## src/hw/fault_policy_pkg.sv

```systemverilog
// constants, types and decoders shared by the current-limit lock fault policy
`default_nettype none
package fault_policy_pkg;

    // axi4-lite register byte offsets
    localparam int          ADDR_W          = 8;
    localparam logic [7:0]  SETTINGS_OFFSET = 8'h00;
    localparam logic [7:0]  CONTROL_OFFSET  = 8'h04;
    localparam logic [7:0]  STATUS_OFFSET   = 8'h08;
    localparam logic [31:0] SETTINGS_RESET  = 32'h0000_0000;
    localparam logic [1:0]  AXI_OKAY        = 2'h0;
    localparam logic [1:0]  AXI_SLVERR      = 2'h2;

    // field positions in fault_settings_two
    localparam int RESPONSE_LSB = 16;
    localparam int FILTER_LSB   = 13;
    localparam int HYST_LSB     = 11;
    localparam int UV_THR_LSB   = 8;
    localparam int UV_REC_BIT   = 7;
    localparam int OV_THR_LSB   = 4;
    localparam int OV_REC_BIT   = 3;
    localparam int RETRY_LSB    = 0;

    // control and status bit positions
    localparam int CLEAR_BIT        = 0;
    localparam int ST_LOCK_FAULT    = 0;
    localparam int ST_LOCK_LATCHED  = 1;
    localparam int ST_UV_FAULT      = 2;
    localparam int ST_OV_FAULT      = 3;
    localparam int ST_BRIDGE_LSB    = 4;
    localparam int ST_FAULT_PIN     = 6;
    localparam int ST_LOCK_REPORT   = 7;
    localparam int ST_RETRY_LSB     = 8;
    localparam int ST_LOCK_LEVEL    = 16;

    // current_limit_lock_response codes
    localparam logic [2:0] RESP_LATCH_TRISTATE = 3'h0;
    localparam logic [2:0] RESP_LATCH_LOW      = 3'h1;
    localparam logic [2:0] RESP_LATCH_HIGH     = 3'h2;
    localparam logic [2:0] RESP_RETRY_TRISTATE = 3'h3;
    localparam logic [2:0] RESP_RETRY_LOW      = 3'h4;
    localparam logic [2:0] RESP_RETRY_HIGH     = 3'h5;
    localparam logic [2:0] RESP_REPORT         = 3'h6;
    localparam logic [2:0] RESP_DISABLED       = 3'h7;

    // bridge output states
    localparam logic [1:0] BRIDGE_RUN        = 2'h0;
    localparam logic [1:0] BRIDGE_TRISTATE   = 2'h1;
    localparam logic [1:0] BRIDGE_LOW_BRAKE  = 2'h2;
    localparam logic [1:0] BRIDGE_HIGH_BRAKE = 2'h3;

    // one-microsecond filter step, rounded up to clocks
    localparam int CLK_PERIOD_NS      = 50;
    localparam int FILTER_STEP_NS     = 1000;
    localparam int FILTER_STEP_CYCLES = (FILTER_STEP_NS + CLK_PERIOD_NS - 1) / CLK_PERIOD_NS;
    localparam int FILTER_CNT_W       = 8;

    // bus voltage is sampled in half-volt steps
    localparam int VOLT_W   = 8;
    localparam int RETRY_W  = 5;
    localparam int TIMER_W  = 16;
    localparam logic [RETRY_W-1:0] RETRY_SAT = 5'h1F;

    typedef enum logic [1:0] {
        LOCK_IDLE,
        LOCK_RETRY_WAIT,
        LOCK_LATCHED,
        LOCK_REPORT
    } lock_state_t;

    // undervoltage threshold in half volts, zero means no check
    function automatic logic [VOLT_W-1:0] uv_threshold(input logic [2:0] code);
        case (code)
            3'h1:    uv_threshold = 8'h0C;
            3'h2:    uv_threshold = 8'h0E;
            3'h3:    uv_threshold = 8'h10;
            3'h4:    uv_threshold = 8'h14;
            3'h5:    uv_threshold = 8'h1C;
            3'h6:    uv_threshold = 8'h20;
            3'h7:    uv_threshold = 8'h24;
            default: uv_threshold = 8'h00;
        endcase
    endfunction : uv_threshold

    // overvoltage threshold in half volts, zero means no limit
    function automatic logic [VOLT_W-1:0] ov_threshold(input logic [2:0] code);
        case (code)
            3'h1:    ov_threshold = 8'h24;
            3'h2:    ov_threshold = 8'h28;
            3'h3:    ov_threshold = 8'h2C;
            3'h4:    ov_threshold = 8'h38;
            3'h5:    ov_threshold = 8'h3C;
            3'h6:    ov_threshold = 8'h40;
            3'h7:    ov_threshold = 8'h44;
            default: ov_threshold = 8'h00;
        endcase
    endfunction : ov_threshold

    // hysteresis in half volts
    function automatic logic [VOLT_W-1:0] hysteresis(input logic [1:0] code);
        case (code)
            2'h1:    hysteresis = 8'h02;
            2'h2:    hysteresis = 8'h04;
            2'h3:    hysteresis = 8'h06;
            default: hysteresis = 8'h01;
        endcase
    endfunction : hysteresis

    // allowed retries, zero means unlimited
    function automatic logic [RETRY_W-1:0] retry_limit(input logic [2:0] code);
        case (code)
            3'h1:    retry_limit = 5'h02;
            3'h2:    retry_limit = 5'h03;
            3'h3:    retry_limit = 5'h05;
            3'h4:    retry_limit = 5'h07;
            3'h5:    retry_limit = 5'h0A;
            3'h6:    retry_limit = 5'h0F;
            3'h7:    retry_limit = 5'h14;
            default: retry_limit = 5'h00;
        endcase
    endfunction : retry_limit

endpackage : fault_policy_pkg
`default_nettype wire

```

## src/hw/lock_deglitch.sv

```systemverilog
// synchroniser and persistence filter for the lock input
`default_nettype none
module lock_deglitch
    import fault_policy_pkg::*;
(
    input  wire logic       aclk,
    input  wire logic       aresetn,
    input  wire logic       clk_en,
    input  wire logic       lock_raw,
    input  wire logic [2:0] filter_code,
    output logic            lock_filtered
);

    typedef struct packed {
        logic                    sync_a;
        logic                    sync_b;
        logic [FILTER_CNT_W-1:0] run_cnt;
        logic                    filtered;
    } deglitch_state_t;

    deglitch_state_t st_ff;
    deglitch_state_t nxt_st;
    logic [FILTER_CNT_W-1:0] need_cycles;

    // filter is code microseconds; code zero passes straight
    always_comb begin
        nxt_st      = st_ff;
        need_cycles = FILTER_CNT_W'(32'(filter_code) * FILTER_STEP_CYCLES);
        nxt_st.sync_a = lock_raw;
        nxt_st.sync_b = st_ff.sync_a;
        if (!st_ff.sync_b) begin
            nxt_st.run_cnt = '0;          // any dropout restarts the filter
        end else if (st_ff.run_cnt < need_cycles) begin
            nxt_st.run_cnt = st_ff.run_cnt + 1'b1;
        end
        nxt_st.filtered = st_ff.sync_b && (nxt_st.run_cnt >= need_cycles);
    end

    // state register
    always_ff @(posedge aclk) begin
        if (!aresetn) begin
            st_ff <= '0;
        end else if (clk_en) begin
            st_ff <= nxt_st;
        end
    end

    assign lock_filtered = st_ff.filtered;

endmodule : lock_deglitch
`default_nettype wire

```

## src/hw/current_limit_lock_fault_policy.sv

```systemverilog
// lock fault policy, bus voltage checks, axi4-lite registers
//
// Behaviour
// Code 0 latches the fault, pin low, bridge tristated.
// Code 1 latches the fault, pin low, low sides on.
// Code 2 latches the fault, pin low, high sides on.
// Code 3 retries, then latches tristated past the limit.
// Code 4 retries up to the limit, braking low while faulted.
// Code 5 retries, then latches with a high-side brake.
// Code 6 only drives the pin as a report.
// Code 7 ignores the lock.
// The lock must persist 0 to 7 microseconds before it counts.
// Voltage faults set at threshold, clear beyond it by the hysteresis.
// Hysteresis codes 0 to 3 select 0.5, 1, 2 and 3 volts.
// Undervoltage threshold code 0 is off, code 1 is 6 volts.
// Retry limit codes mean unlimited, 2, 3, 5, 7, 10, 15 and 20.
// Undervoltage recovery 0 latches, 1 clears once back in bounds.
// The retry interval is an input; any fault clear zeroes the retry count; the code zeroes it only on a clear write in retry wait or latched.
//
// Local design decisions: the AXI4-Lite register port and the register offsets.
`default_nettype none
module current_limit_lock_fault_policy
    import fault_policy_pkg::*;
(
    input  wire logic               aclk,
    input  wire logic               aresetn,
    input  wire logic               clk_en,
    input  wire logic [ADDR_W-1:0]  awaddr,
    input  wire logic               awvalid,
    output logic                    awready,
    input  wire logic [31:0]        wdata,
    input  wire logic [3:0]         wstrb,
    input  wire logic               wvalid,
    output logic                    wready,
    output logic [1:0]              bresp,
    output logic                    bvalid,
    input  wire logic               bready,
    input  wire logic [ADDR_W-1:0]  araddr,
    input  wire logic               arvalid,
    output logic                    arready,
    output logic [31:0]             rdata,
    output logic [1:0]              rresp,
    output logic                    rvalid,
    input  wire logic               rready,
    input  wire logic               current_limit_lock_raw,
    input  wire logic [VOLT_W-1:0]  bus_voltage,
    input  wire logic [TIMER_W-1:0] lock_retry_interval,
    output logic                    fault_indicator_n,
    output logic [1:0]              bridge_mode
);

    typedef struct packed {
        logic               awready;
        logic               wready;
        logic               bvalid;
        logic [1:0]         bresp;
        logic               arready;
        logic               rvalid;
        logic [1:0]         rresp;
        logic [31:0]        rdata;
        logic               aw_held;
        logic [ADDR_W-1:0]  aw_addr;
        logic               w_held;
        logic [31:0]        w_data;
        logic [3:0]         w_strb;
        logic [31:0]        settings;
        lock_state_t        lock_state;
        logic [RETRY_W-1:0] retry_cnt;
        logic [TIMER_W-1:0] retry_timer;
        logic               uv_fault;
        logic               ov_fault;
        logic [1:0]         bridge_mode;
        logic               fault_n;
    } policy_state_t;

    policy_state_t st_ff;
    policy_state_t nxt_st;

    logic               lock_filtered;
    logic               sw_clear;
    logic               lock_detect;
    logic               lock_faulted;
    logic [2:0]         response;
    logic [RETRY_W-1:0] limit;
    logic [VOLT_W-1:0]  uv_thr;
    logic [VOLT_W-1:0]  ov_thr;
    logic [VOLT_W-1:0]  hyst;
    logic               uv_set;
    logic               uv_bounds;
    logic               ov_set;
    logic               ov_bounds;

    // byte-lane merge by strobes
    function automatic logic [31:0] merge_bytes(input logic [31:0] old_word,
                                                input logic [31:0] new_word,
                                                input logic [3:0]  strb);
        logic [31:0] merged;
        merged = old_word;
        for (int i = 0; i < 4; i++) begin
            if (strb[i]) begin
                merged[8*i +: 8] = new_word[8*i +: 8];
            end
        end
        return merged;
    endfunction : merge_bytes

    // offsets the slave answers
    function automatic logic is_mapped(input logic [ADDR_W-1:0] addr);
        return (addr == SETTINGS_OFFSET) || (addr == CONTROL_OFFSET) ||
               (addr == STATUS_OFFSET);
    endfunction : is_mapped

    // bridge state while the lock fault is held
    function automatic logic [1:0] response_bridge(input logic [2:0] code);
        case (code)
            RESP_LATCH_LOW, RESP_RETRY_LOW:   return BRIDGE_LOW_BRAKE;
            RESP_LATCH_HIGH, RESP_RETRY_HIGH: return BRIDGE_HIGH_BRAKE;
            default:                          return BRIDGE_TRISTATE;
        endcase
    endfunction : response_bridge

    // status word built from live state
    function automatic logic [31:0] status_word(input policy_state_t s, input logic lvl);
        logic [31:0] w;
        w = '0;
        w[ST_LOCK_FAULT]   = (s.lock_state == LOCK_RETRY_WAIT) ||
                             (s.lock_state == LOCK_LATCHED);
        w[ST_LOCK_LATCHED] = (s.lock_state == LOCK_LATCHED);
        w[ST_UV_FAULT]     = s.uv_fault;
        w[ST_OV_FAULT]     = s.ov_fault;
        w[ST_BRIDGE_LSB +: 2]       = s.bridge_mode;
        w[ST_FAULT_PIN]             = ~s.fault_n;
        w[ST_LOCK_REPORT]           = (s.lock_state == LOCK_REPORT);
        w[ST_RETRY_LSB +: RETRY_W]  = s.retry_cnt;
        w[ST_LOCK_LEVEL]            = lvl;
        return w;
    endfunction : status_word

    // lock input filter, synchroniser inside
    lock_deglitch u_deglitch (
        .aclk          (aclk),
        .aresetn       (aresetn),
        .clk_en        (clk_en),
        .lock_raw      (current_limit_lock_raw),
        .filter_code   (st_ff.settings[FILTER_LSB +: 3]),
        .lock_filtered (lock_filtered)
    );

    // decoded configuration fields
    assign response  = st_ff.settings[RESPONSE_LSB +: 3];
    assign limit     = retry_limit(st_ff.settings[RETRY_LSB +: 3]);
    assign uv_thr    = uv_threshold(st_ff.settings[UV_THR_LSB +: 3]);
    assign ov_thr    = ov_threshold(st_ff.settings[OV_THR_LSB +: 3]);
    assign hyst      = hysteresis(st_ff.settings[HYST_LSB +: 2]);
    assign lock_detect = lock_filtered && (response != RESP_DISABLED);

    // nine-bit sums: threshold plus hysteresis cannot wrap
    assign uv_set    = (uv_thr != '0) && (bus_voltage <= uv_thr);
    assign uv_bounds = (uv_thr == '0) ||
                       ({1'b0, bus_voltage} > ({1'b0, uv_thr} + {1'b0, hyst}));
    assign ov_set    = (ov_thr != '0) && (bus_voltage >= ov_thr);
    assign ov_bounds = (ov_thr == '0) ||
                       ({1'b0, bus_voltage} < ({1'b0, ov_thr} - {1'b0, hyst}));

    // clear is a one-shot control write
    assign sw_clear = st_ff.aw_held && st_ff.w_held && !st_ff.bvalid &&
                      (st_ff.aw_addr == CONTROL_OFFSET) && st_ff.w_strb[0] &&
                      st_ff.w_data[CLEAR_BIT];

    // whole next-state computation
    always_comb begin
        nxt_st = st_ff;

        // address and data taken in either order
        if (awvalid && st_ff.awready) begin
            nxt_st.aw_held = 1'b1;
            nxt_st.aw_addr = awaddr;
            nxt_st.awready = 1'b0;
        end
        if (wvalid && st_ff.wready) begin
            nxt_st.w_held  = 1'b1;
            nxt_st.w_data  = wdata;
            nxt_st.w_strb  = wstrb;
            nxt_st.wready  = 1'b0;
        end

        // commit with both halves held; status writes are ignored
        if (st_ff.aw_held && st_ff.w_held && !st_ff.bvalid) begin
            if (st_ff.aw_addr == SETTINGS_OFFSET) begin
                nxt_st.settings = merge_bytes(st_ff.settings, st_ff.w_data, st_ff.w_strb);
            end
            nxt_st.bresp   = is_mapped(st_ff.aw_addr) ? AXI_OKAY : AXI_SLVERR;
            nxt_st.bvalid  = 1'b1;
            nxt_st.aw_held = 1'b0;
            nxt_st.w_held  = 1'b0;
        end
        // readies return after the response: one write at a time
        if (st_ff.bvalid && bready) begin
            nxt_st.bvalid  = 1'b0;
            nxt_st.awready = 1'b1;
            nxt_st.wready  = 1'b1;
        end

        // read data one cycle after the address
        if (arvalid && st_ff.arready) begin
            nxt_st.arready = 1'b0;
            nxt_st.rvalid  = 1'b1;
            nxt_st.rresp   = is_mapped(araddr) ? AXI_OKAY : AXI_SLVERR;
            if (araddr == SETTINGS_OFFSET) begin
                nxt_st.rdata = st_ff.settings;
            end else if (araddr == STATUS_OFFSET) begin
                nxt_st.rdata = status_word(st_ff, lock_filtered);
            end else begin
                nxt_st.rdata = '0;   // control reads back as zero, it only pulses
            end
        end
        if (st_ff.rvalid && rready) begin
            nxt_st.rvalid  = 1'b0;
            nxt_st.arready = 1'b1;
        end

        // lock fault sequencing
        case (st_ff.lock_state)
            LOCK_IDLE: begin
                if (lock_detect) begin
                    case (response)
                        RESP_REPORT: begin
                            nxt_st.lock_state = LOCK_REPORT;
                        end
                        RESP_RETRY_TRISTATE, RESP_RETRY_LOW, RESP_RETRY_HIGH: begin
                            // limit zero never runs out; the fault after
                            // the last allowed retry latches
                            if ((limit != '0) && (st_ff.retry_cnt >= limit)) begin
                                nxt_st.lock_state = LOCK_LATCHED;
                            end else begin
                                nxt_st.lock_state  = LOCK_RETRY_WAIT;
                                nxt_st.retry_timer = (lock_retry_interval == '0) ?
                                                     TIMER_W'(1) : lock_retry_interval;
                            end
                        end
                        default: begin
                            nxt_st.lock_state = LOCK_LATCHED;
                        end
                    endcase
                end
            end
            LOCK_RETRY_WAIT: begin
                if (sw_clear) begin
                    nxt_st.lock_state = LOCK_IDLE;
                    nxt_st.retry_cnt  = '0;
                end else if (st_ff.retry_timer <= TIMER_W'(1)) begin
                    nxt_st.lock_state = LOCK_IDLE;
                    if (st_ff.retry_cnt != RETRY_SAT) begin
                        nxt_st.retry_cnt = st_ff.retry_cnt + 1'b1;
                    end
                end else begin
                    nxt_st.retry_timer = st_ff.retry_timer - 1'b1;
                end
            end
            LOCK_LATCHED: begin
                // a lock still present keeps the fault: set wins
                if (sw_clear && !lock_detect) begin
                    nxt_st.lock_state = LOCK_IDLE;
                    nxt_st.retry_cnt  = '0;
                end
            end
            LOCK_REPORT: begin
                if (!lock_detect || (response != RESP_REPORT)) begin
                    nxt_st.lock_state = LOCK_IDLE;
                end
            end
            default: begin
                nxt_st.lock_state = LOCK_IDLE;
            end
        endcase

        // voltage faults: set outranks clear
        nxt_st.uv_fault = uv_set || (st_ff.uv_fault &&
                          !(uv_bounds && (st_ff.settings[UV_REC_BIT] || sw_clear)));
        nxt_st.ov_fault = ov_set || (st_ff.ov_fault &&
                          !(ov_bounds && (st_ff.settings[OV_REC_BIT] || sw_clear)));

        // outputs follow the next state
        lock_faulted = (nxt_st.lock_state == LOCK_RETRY_WAIT) ||
                       (nxt_st.lock_state == LOCK_LATCHED);
        if (nxt_st.uv_fault || nxt_st.ov_fault) begin
            nxt_st.bridge_mode = BRIDGE_TRISTATE;   // supply out of range wins over brakes
        end else if (lock_faulted) begin
            nxt_st.bridge_mode = response_bridge(response);
        end else begin
            nxt_st.bridge_mode = BRIDGE_RUN;
        end
        nxt_st.fault_n = !(lock_faulted || nxt_st.uv_fault || nxt_st.ov_fault ||
                           (nxt_st.lock_state == LOCK_REPORT));
    end

    // state register; clk_en low freezes it
    always_ff @(posedge aclk) begin
        if (!aresetn) begin
            st_ff          <= '0;
            st_ff.awready  <= 1'b1;
            st_ff.wready   <= 1'b1;
            st_ff.arready  <= 1'b1;
            st_ff.settings <= SETTINGS_RESET;
            st_ff.fault_n  <= 1'b1;
        end else if (clk_en) begin
            st_ff <= nxt_st;
        end
    end

    // every output is a field of the state register
    assign awready           = st_ff.awready;
    assign wready            = st_ff.wready;
    assign bvalid            = st_ff.bvalid;
    assign bresp             = st_ff.bresp;
    assign arready           = st_ff.arready;
    assign rvalid            = st_ff.rvalid;
    assign rresp             = st_ff.rresp;
    assign rdata             = st_ff.rdata;
    assign bridge_mode       = st_ff.bridge_mode;
    assign fault_indicator_n = st_ff.fault_n;

endmodule : current_limit_lock_fault_policy
`default_nettype wire

```

## config.mk

```make
export PLATFORM = sky130hd
export DESIGN_NAME = current_limit_lock_fault_policy
export DESIGN_NICKNAME = d
export VERILOG_FILES = /design/src/hw/fault_policy_pkg.sv /design/src/hw/lock_deglitch.sv /design/src/hw/current_limit_lock_fault_policy.sv
export SDC_FILE = /design/constraint.sdc
export NUM_CORES = 1
export LEC_CHECK = 0
export BUFFER_PORTS_ARGS = -buffer_cell sky130_fd_sc_hd__buf_2
export CAP_MARGIN = 0
export CORE_MARGIN = 2
export CORE_UTILIZATION = 59
export CTS_BUF_LIST = sky130_fd_sc_hd__clkbuf_2 sky130_fd_sc_hd__clkbuf_4 sky130_fd_sc_hd__clkbuf_8
export DETAILED_ROUTE_END_ITERATION = 10
export HOLD_SLACK_MARGIN = 0.15
export PLACE_DENSITY = 0.82
export SETUP_SLACK_MARGIN = 0.4
export SLEW_MARGIN = 5
export SYNTH_ARGS = -nofsm -noshare
export SYNTH_HDL_FRONTEND = slang
export SYNTH_SLANG_ARGS = --single-unit
```

## constraint.sdc

```tcl
create_clock -name aclk -period 4.85 [get_ports aclk]
set_clock_uncertainty 0.1 [all_clocks]
set_input_delay 0.97 -clock aclk [delete_from_list [all_inputs] [get_ports aclk]]
set_output_delay 0.97 -clock aclk [all_outputs]
set_load 0.05 [all_outputs]
```

==> results.txt <==
The tools report the number of antenna violations at the first check in global routing as 0. For this run, the leading register cell type out of synthesis is dfxtp_1. The run gives 2.65 mW as the overall power. By area the synthesized netlist is led by dfxtp_1 36%, ha_1 8.7%, nand2_1 8.7%.

Yosys printed 0 warnings. The cell with the largest stage delay on the worst path was a221oi_1. After synthesis, the mean cell area works out to 7.85 um2. Once the clock tree was built, the resizer swapped 0 gates to a different size. For this run, design rule violations remaining after detail routing come to 0.

In this run the most critical hold path is launched from rdata[28]. The worst register-to-register path has a depth of 15. The post-detailed-route count of antenna-violating nets was 0.

After detailed placement, the design holds a cell count of 1310. The netlist uses 77 different library cells. The tools report the overall routed net length as 20800 um. The logs give 920 ps for the pre-CTS setup slack and 59.9% for the effective utilization at floorplan.

Walking the worst path, the cells encountered are inv_1, ha_1, a211o_1, o21a_1, ha_1, a21oi_1, nand2_1, nor2_1, xnor2_1, ha_1, a22o_1, nor4_1, a21oi_1, a221oi_1, a31o_2. Clock-pin transition on the worst setup and hold timing paths: 100 ps. For the number of sinks handled by clock tree synthesis, the log shows 156. The pre-antenna-repair detailed-routing pass consisted of 6 iterations.

The tools report the startpoint type of the worst setup path as a register. The critical setup path kind was reg2reg. Global routing consumed, over all layers together, 26.8% of the routing resources. Setup repair after global routing left no endpoint under its margin.

For the total CTS buffers, the log shows 17. CTS built an H-tree with a depth of 4. The top cell type by area accounts for 36.3% of the synthesized area. Summing over every cut layer, the via total after detailed routing is 7852. IR analysis of the VDD net gives a maximum drop of 0.204 mV. The number of setup violations in the final report was 0; the worst path setup slack after routing was 883 ps. The number of cells produced by synthesis is 1096.

The most common cell type on the critical path is ha_1. The clock period could shrink to 3970 ps. Once layout is complete, the cells apart from fillers number 1342.

The tools report the overall overflow remaining after global route as 0. The synthesized design contains 156 register bits. The signed area change from the synthesized netlist to the final layout was 9.46%; the die extent in x was 125 um.

Adding up every negative setup slack in the final design gives 0 ps. Port buffering added 126 buffers. In this run, synthesis inferred 0 flip-flops with an integrated enable. The start of the worst register-to-register path is st_ff[33].

Pin count of the biggest net entering global routing: 79. Of all nets on the critical path, the largest fanout is 7. In this run the worst hold path is classified as reg2reg. After detailed routing, the number of vias per cell comes to 5.85. The top cell family by delay on the critical path is compound AO/OA/AOI/OAI gates. In the layout the commonest cells are 199 x nand2_1, 156 x dfxtp_1, 132 x a21oi_1, 126 x buf_2, 69 x nand3_1.

The clock passes through at most 2 buffers. In this run the number of cells on the critical path is 15. The number of hold buffers added after CTS was 0. STA classifies the critical path endpoint as a register. The worst hold path terminates at rdata[28]. Clock tree root buffer cell: clkbuf_8. The run gives 4290 ps as the worst path arrival time.

The run finished with clean final reports. Cells with a size suffix above 1 make up 16.4% of the layout. Summing the sequential cell areas from Yosys gives 36.3% of the chip area.

For this run, the top clock speed supported by timing is 0.252 GHz. The die covers 15600 um2. The number of inserted diodes came out at 0.

For the required arrival time at the worst endpoint, the log shows 5170 ps. The top cell type by total area after synthesis was dfxtp_1. The logs give 7122 for the number of global-route vias before repair and 1291 for the net count reported at finish. After synthesis the cells add up to 8610 um2. The combined buffer and inverter count along the critical path is 1. For this design the ratio of total power to cell area is 281 nW/um2.

The initial DRC count is 589. Headroom to the max-slew limit came out at 39.5%. For the final hold slack, the log shows 354 ps. The congestion estimate from routability-driven global placement came to 0.910. In this design, the stage delay of the slowest critical-path cell is 500 ps. Summed over all nets, the half-perimeter wirelength after detailed placement is 14700 um.

At the later pin of the worst-skew pair, clock insertion delay measures 470 ps. The analysis attributes to cell leakage a power of 3.79 nW. The endpoint of the worst-slack reg-to-reg timing path was bridge_mode[1]. TritonCTS built the clock tree. After synthesis, the share of flip-flops with an asynchronous set or reset is 0%. At the pin with the least slew margin, the transition time is 907 ps. The library cell used most frequently in the layout, excluding fill and tap cells, is nand2_1.

Post-CTS setup buffer count: 0. The tools report the number of primary I/O pins as 129. The y dimension of the die was 125 um; the count of final max-slew check failures was 0. The logs give 0 for the number of hold violations in the final report and 880 ps for the setup slack of the worst register-to-register path. The first global-routing pass estimated 34500 um of wire. The number of standard-cell rows in the floorplan was 44.

The worst hold path depth is 2. Max capacitance violation total: 0. Final clock period utilization by the worst path: 81.8%.

Floorplan core area: 14400 um2. The detail-routed net length per standard cell is 15.5 um.
[cell type report]
class / count / area, um2
well taps: 184 / 230
multi-input cells: 793 / 4790
fillers: 1262 / 4950
clock inverters: 15 / 171
inverters: 39 / 149
clock buffers: 17 / 234
flip-flops and latches: 156 / 3120
repair buffers: 138 / 721
[power by group]
group	leakage, nW	switching (mW)	total, mW	internal, mW
Sequential	1.27	0.0275	1.34	1.31
Clock	0.201	0.564	0.997	0.433
Combinational	2.33	0.203	0.307	0.105
[worst reg2reg max path, cell delays in order (launching register included)]
cell,delay [ps]
dfxtp_1,480
inv_1,90
ha_1,230
a211o_1,280
o21a_1,190
ha_1,300
a21oi_1,260
nand2_1,160
nor2_1,210
xnor2_1,150
ha_1,250
a22o_1,230
nor4_1,160
a21oi_1,100
a221oi_1,500
a31o_2,240
[metal layers]
metal	global-route usage (%)	share of wire (%)	wire (um)	up-vias
li1	-	-	-	3940
met1	35.4	44	9190	3581
met2	43.1	47	9770	293
met3	6.10	6.7	1400	38
met4	9.98	2.3	488	0
met5	0	0	0	-
[sequential cells by signal (all words and copies together), names as in the netlist, 2 cells and up]
name	flops
response	3
rdata	32
u_deglitch.st_ff	9
st_ff	100
bridge_mode	2
[how the worst max path moves through the flow]
| stage | from | slack (ps) | endpoint |
|---|---|---|---|
| floorplan | st_ff[41] | 1250 | u_deglitch.lock_filtered |
| global placement | st_ff[33] | 1090 | bridge_mode[0] |
| detailed placement | st_ff[33] | 920 | bridge_mode[1] |
| CTS | st_ff[33] | 910 | bridge_mode[1] |
| global route | st_ff[33] | 600 | bridge_mode[1] |
| finish | st_ff[33] | 880 | bridge_mode[1] |
[synth_stat cells (3+ instances only)]
cell      count
nand2_1     199
dfxtp_1     156
a21oi_1     132
nand3_1      69
clkbuf_1     61
ha_1         60
nor2_1       47
buf_4        38
inv_1        38
o21ai_0      28
nor3_1       25
a221oi_1     16
a31oi_1      16
o211ai_1     16
mux2i_1      13
a21o_1       12
nor2b_1      10
nor4_1       10
and3_1        9
nand4_1       9
xnor2_1       9
o31ai_1       8
buf_2         7
nand2b_1      7
a211oi_1      6
o21a_1        6
or3_1         6
o32ai_1       5
xor2_1        5
buf_1         3
o22ai_1       3
or2_2         3
or4_1         3
[metrics by stage]
stage	cell area, um2	utilization, %
2_1_floorplan	8610	-
3_3_place_gp	9010	62.7
3_5_place_dp	9010	62.7
4_1_cts	9420	65.6
5_1_grt	9420	65.6
6_report	9420	65.6
[cells by family after synthesis]
kind of cell / count (synthesis) / share of synthesized area (%)
multiplexers: 14 / 1.64
flip-flops: 156 / 36.3
XOR/XNOR: 14 / 1.42
adder cells (fa/ha/maj): 61 / 8.96
AND/OR/NAND/NOR: 422 / 23.1
AO/OA/AOI/OAI: 279 / 20.3
other: 2 / 0.0873
buffers and inverters: 148 / 8.21
No activity file was read; power rests on OpenSTA's default activity.
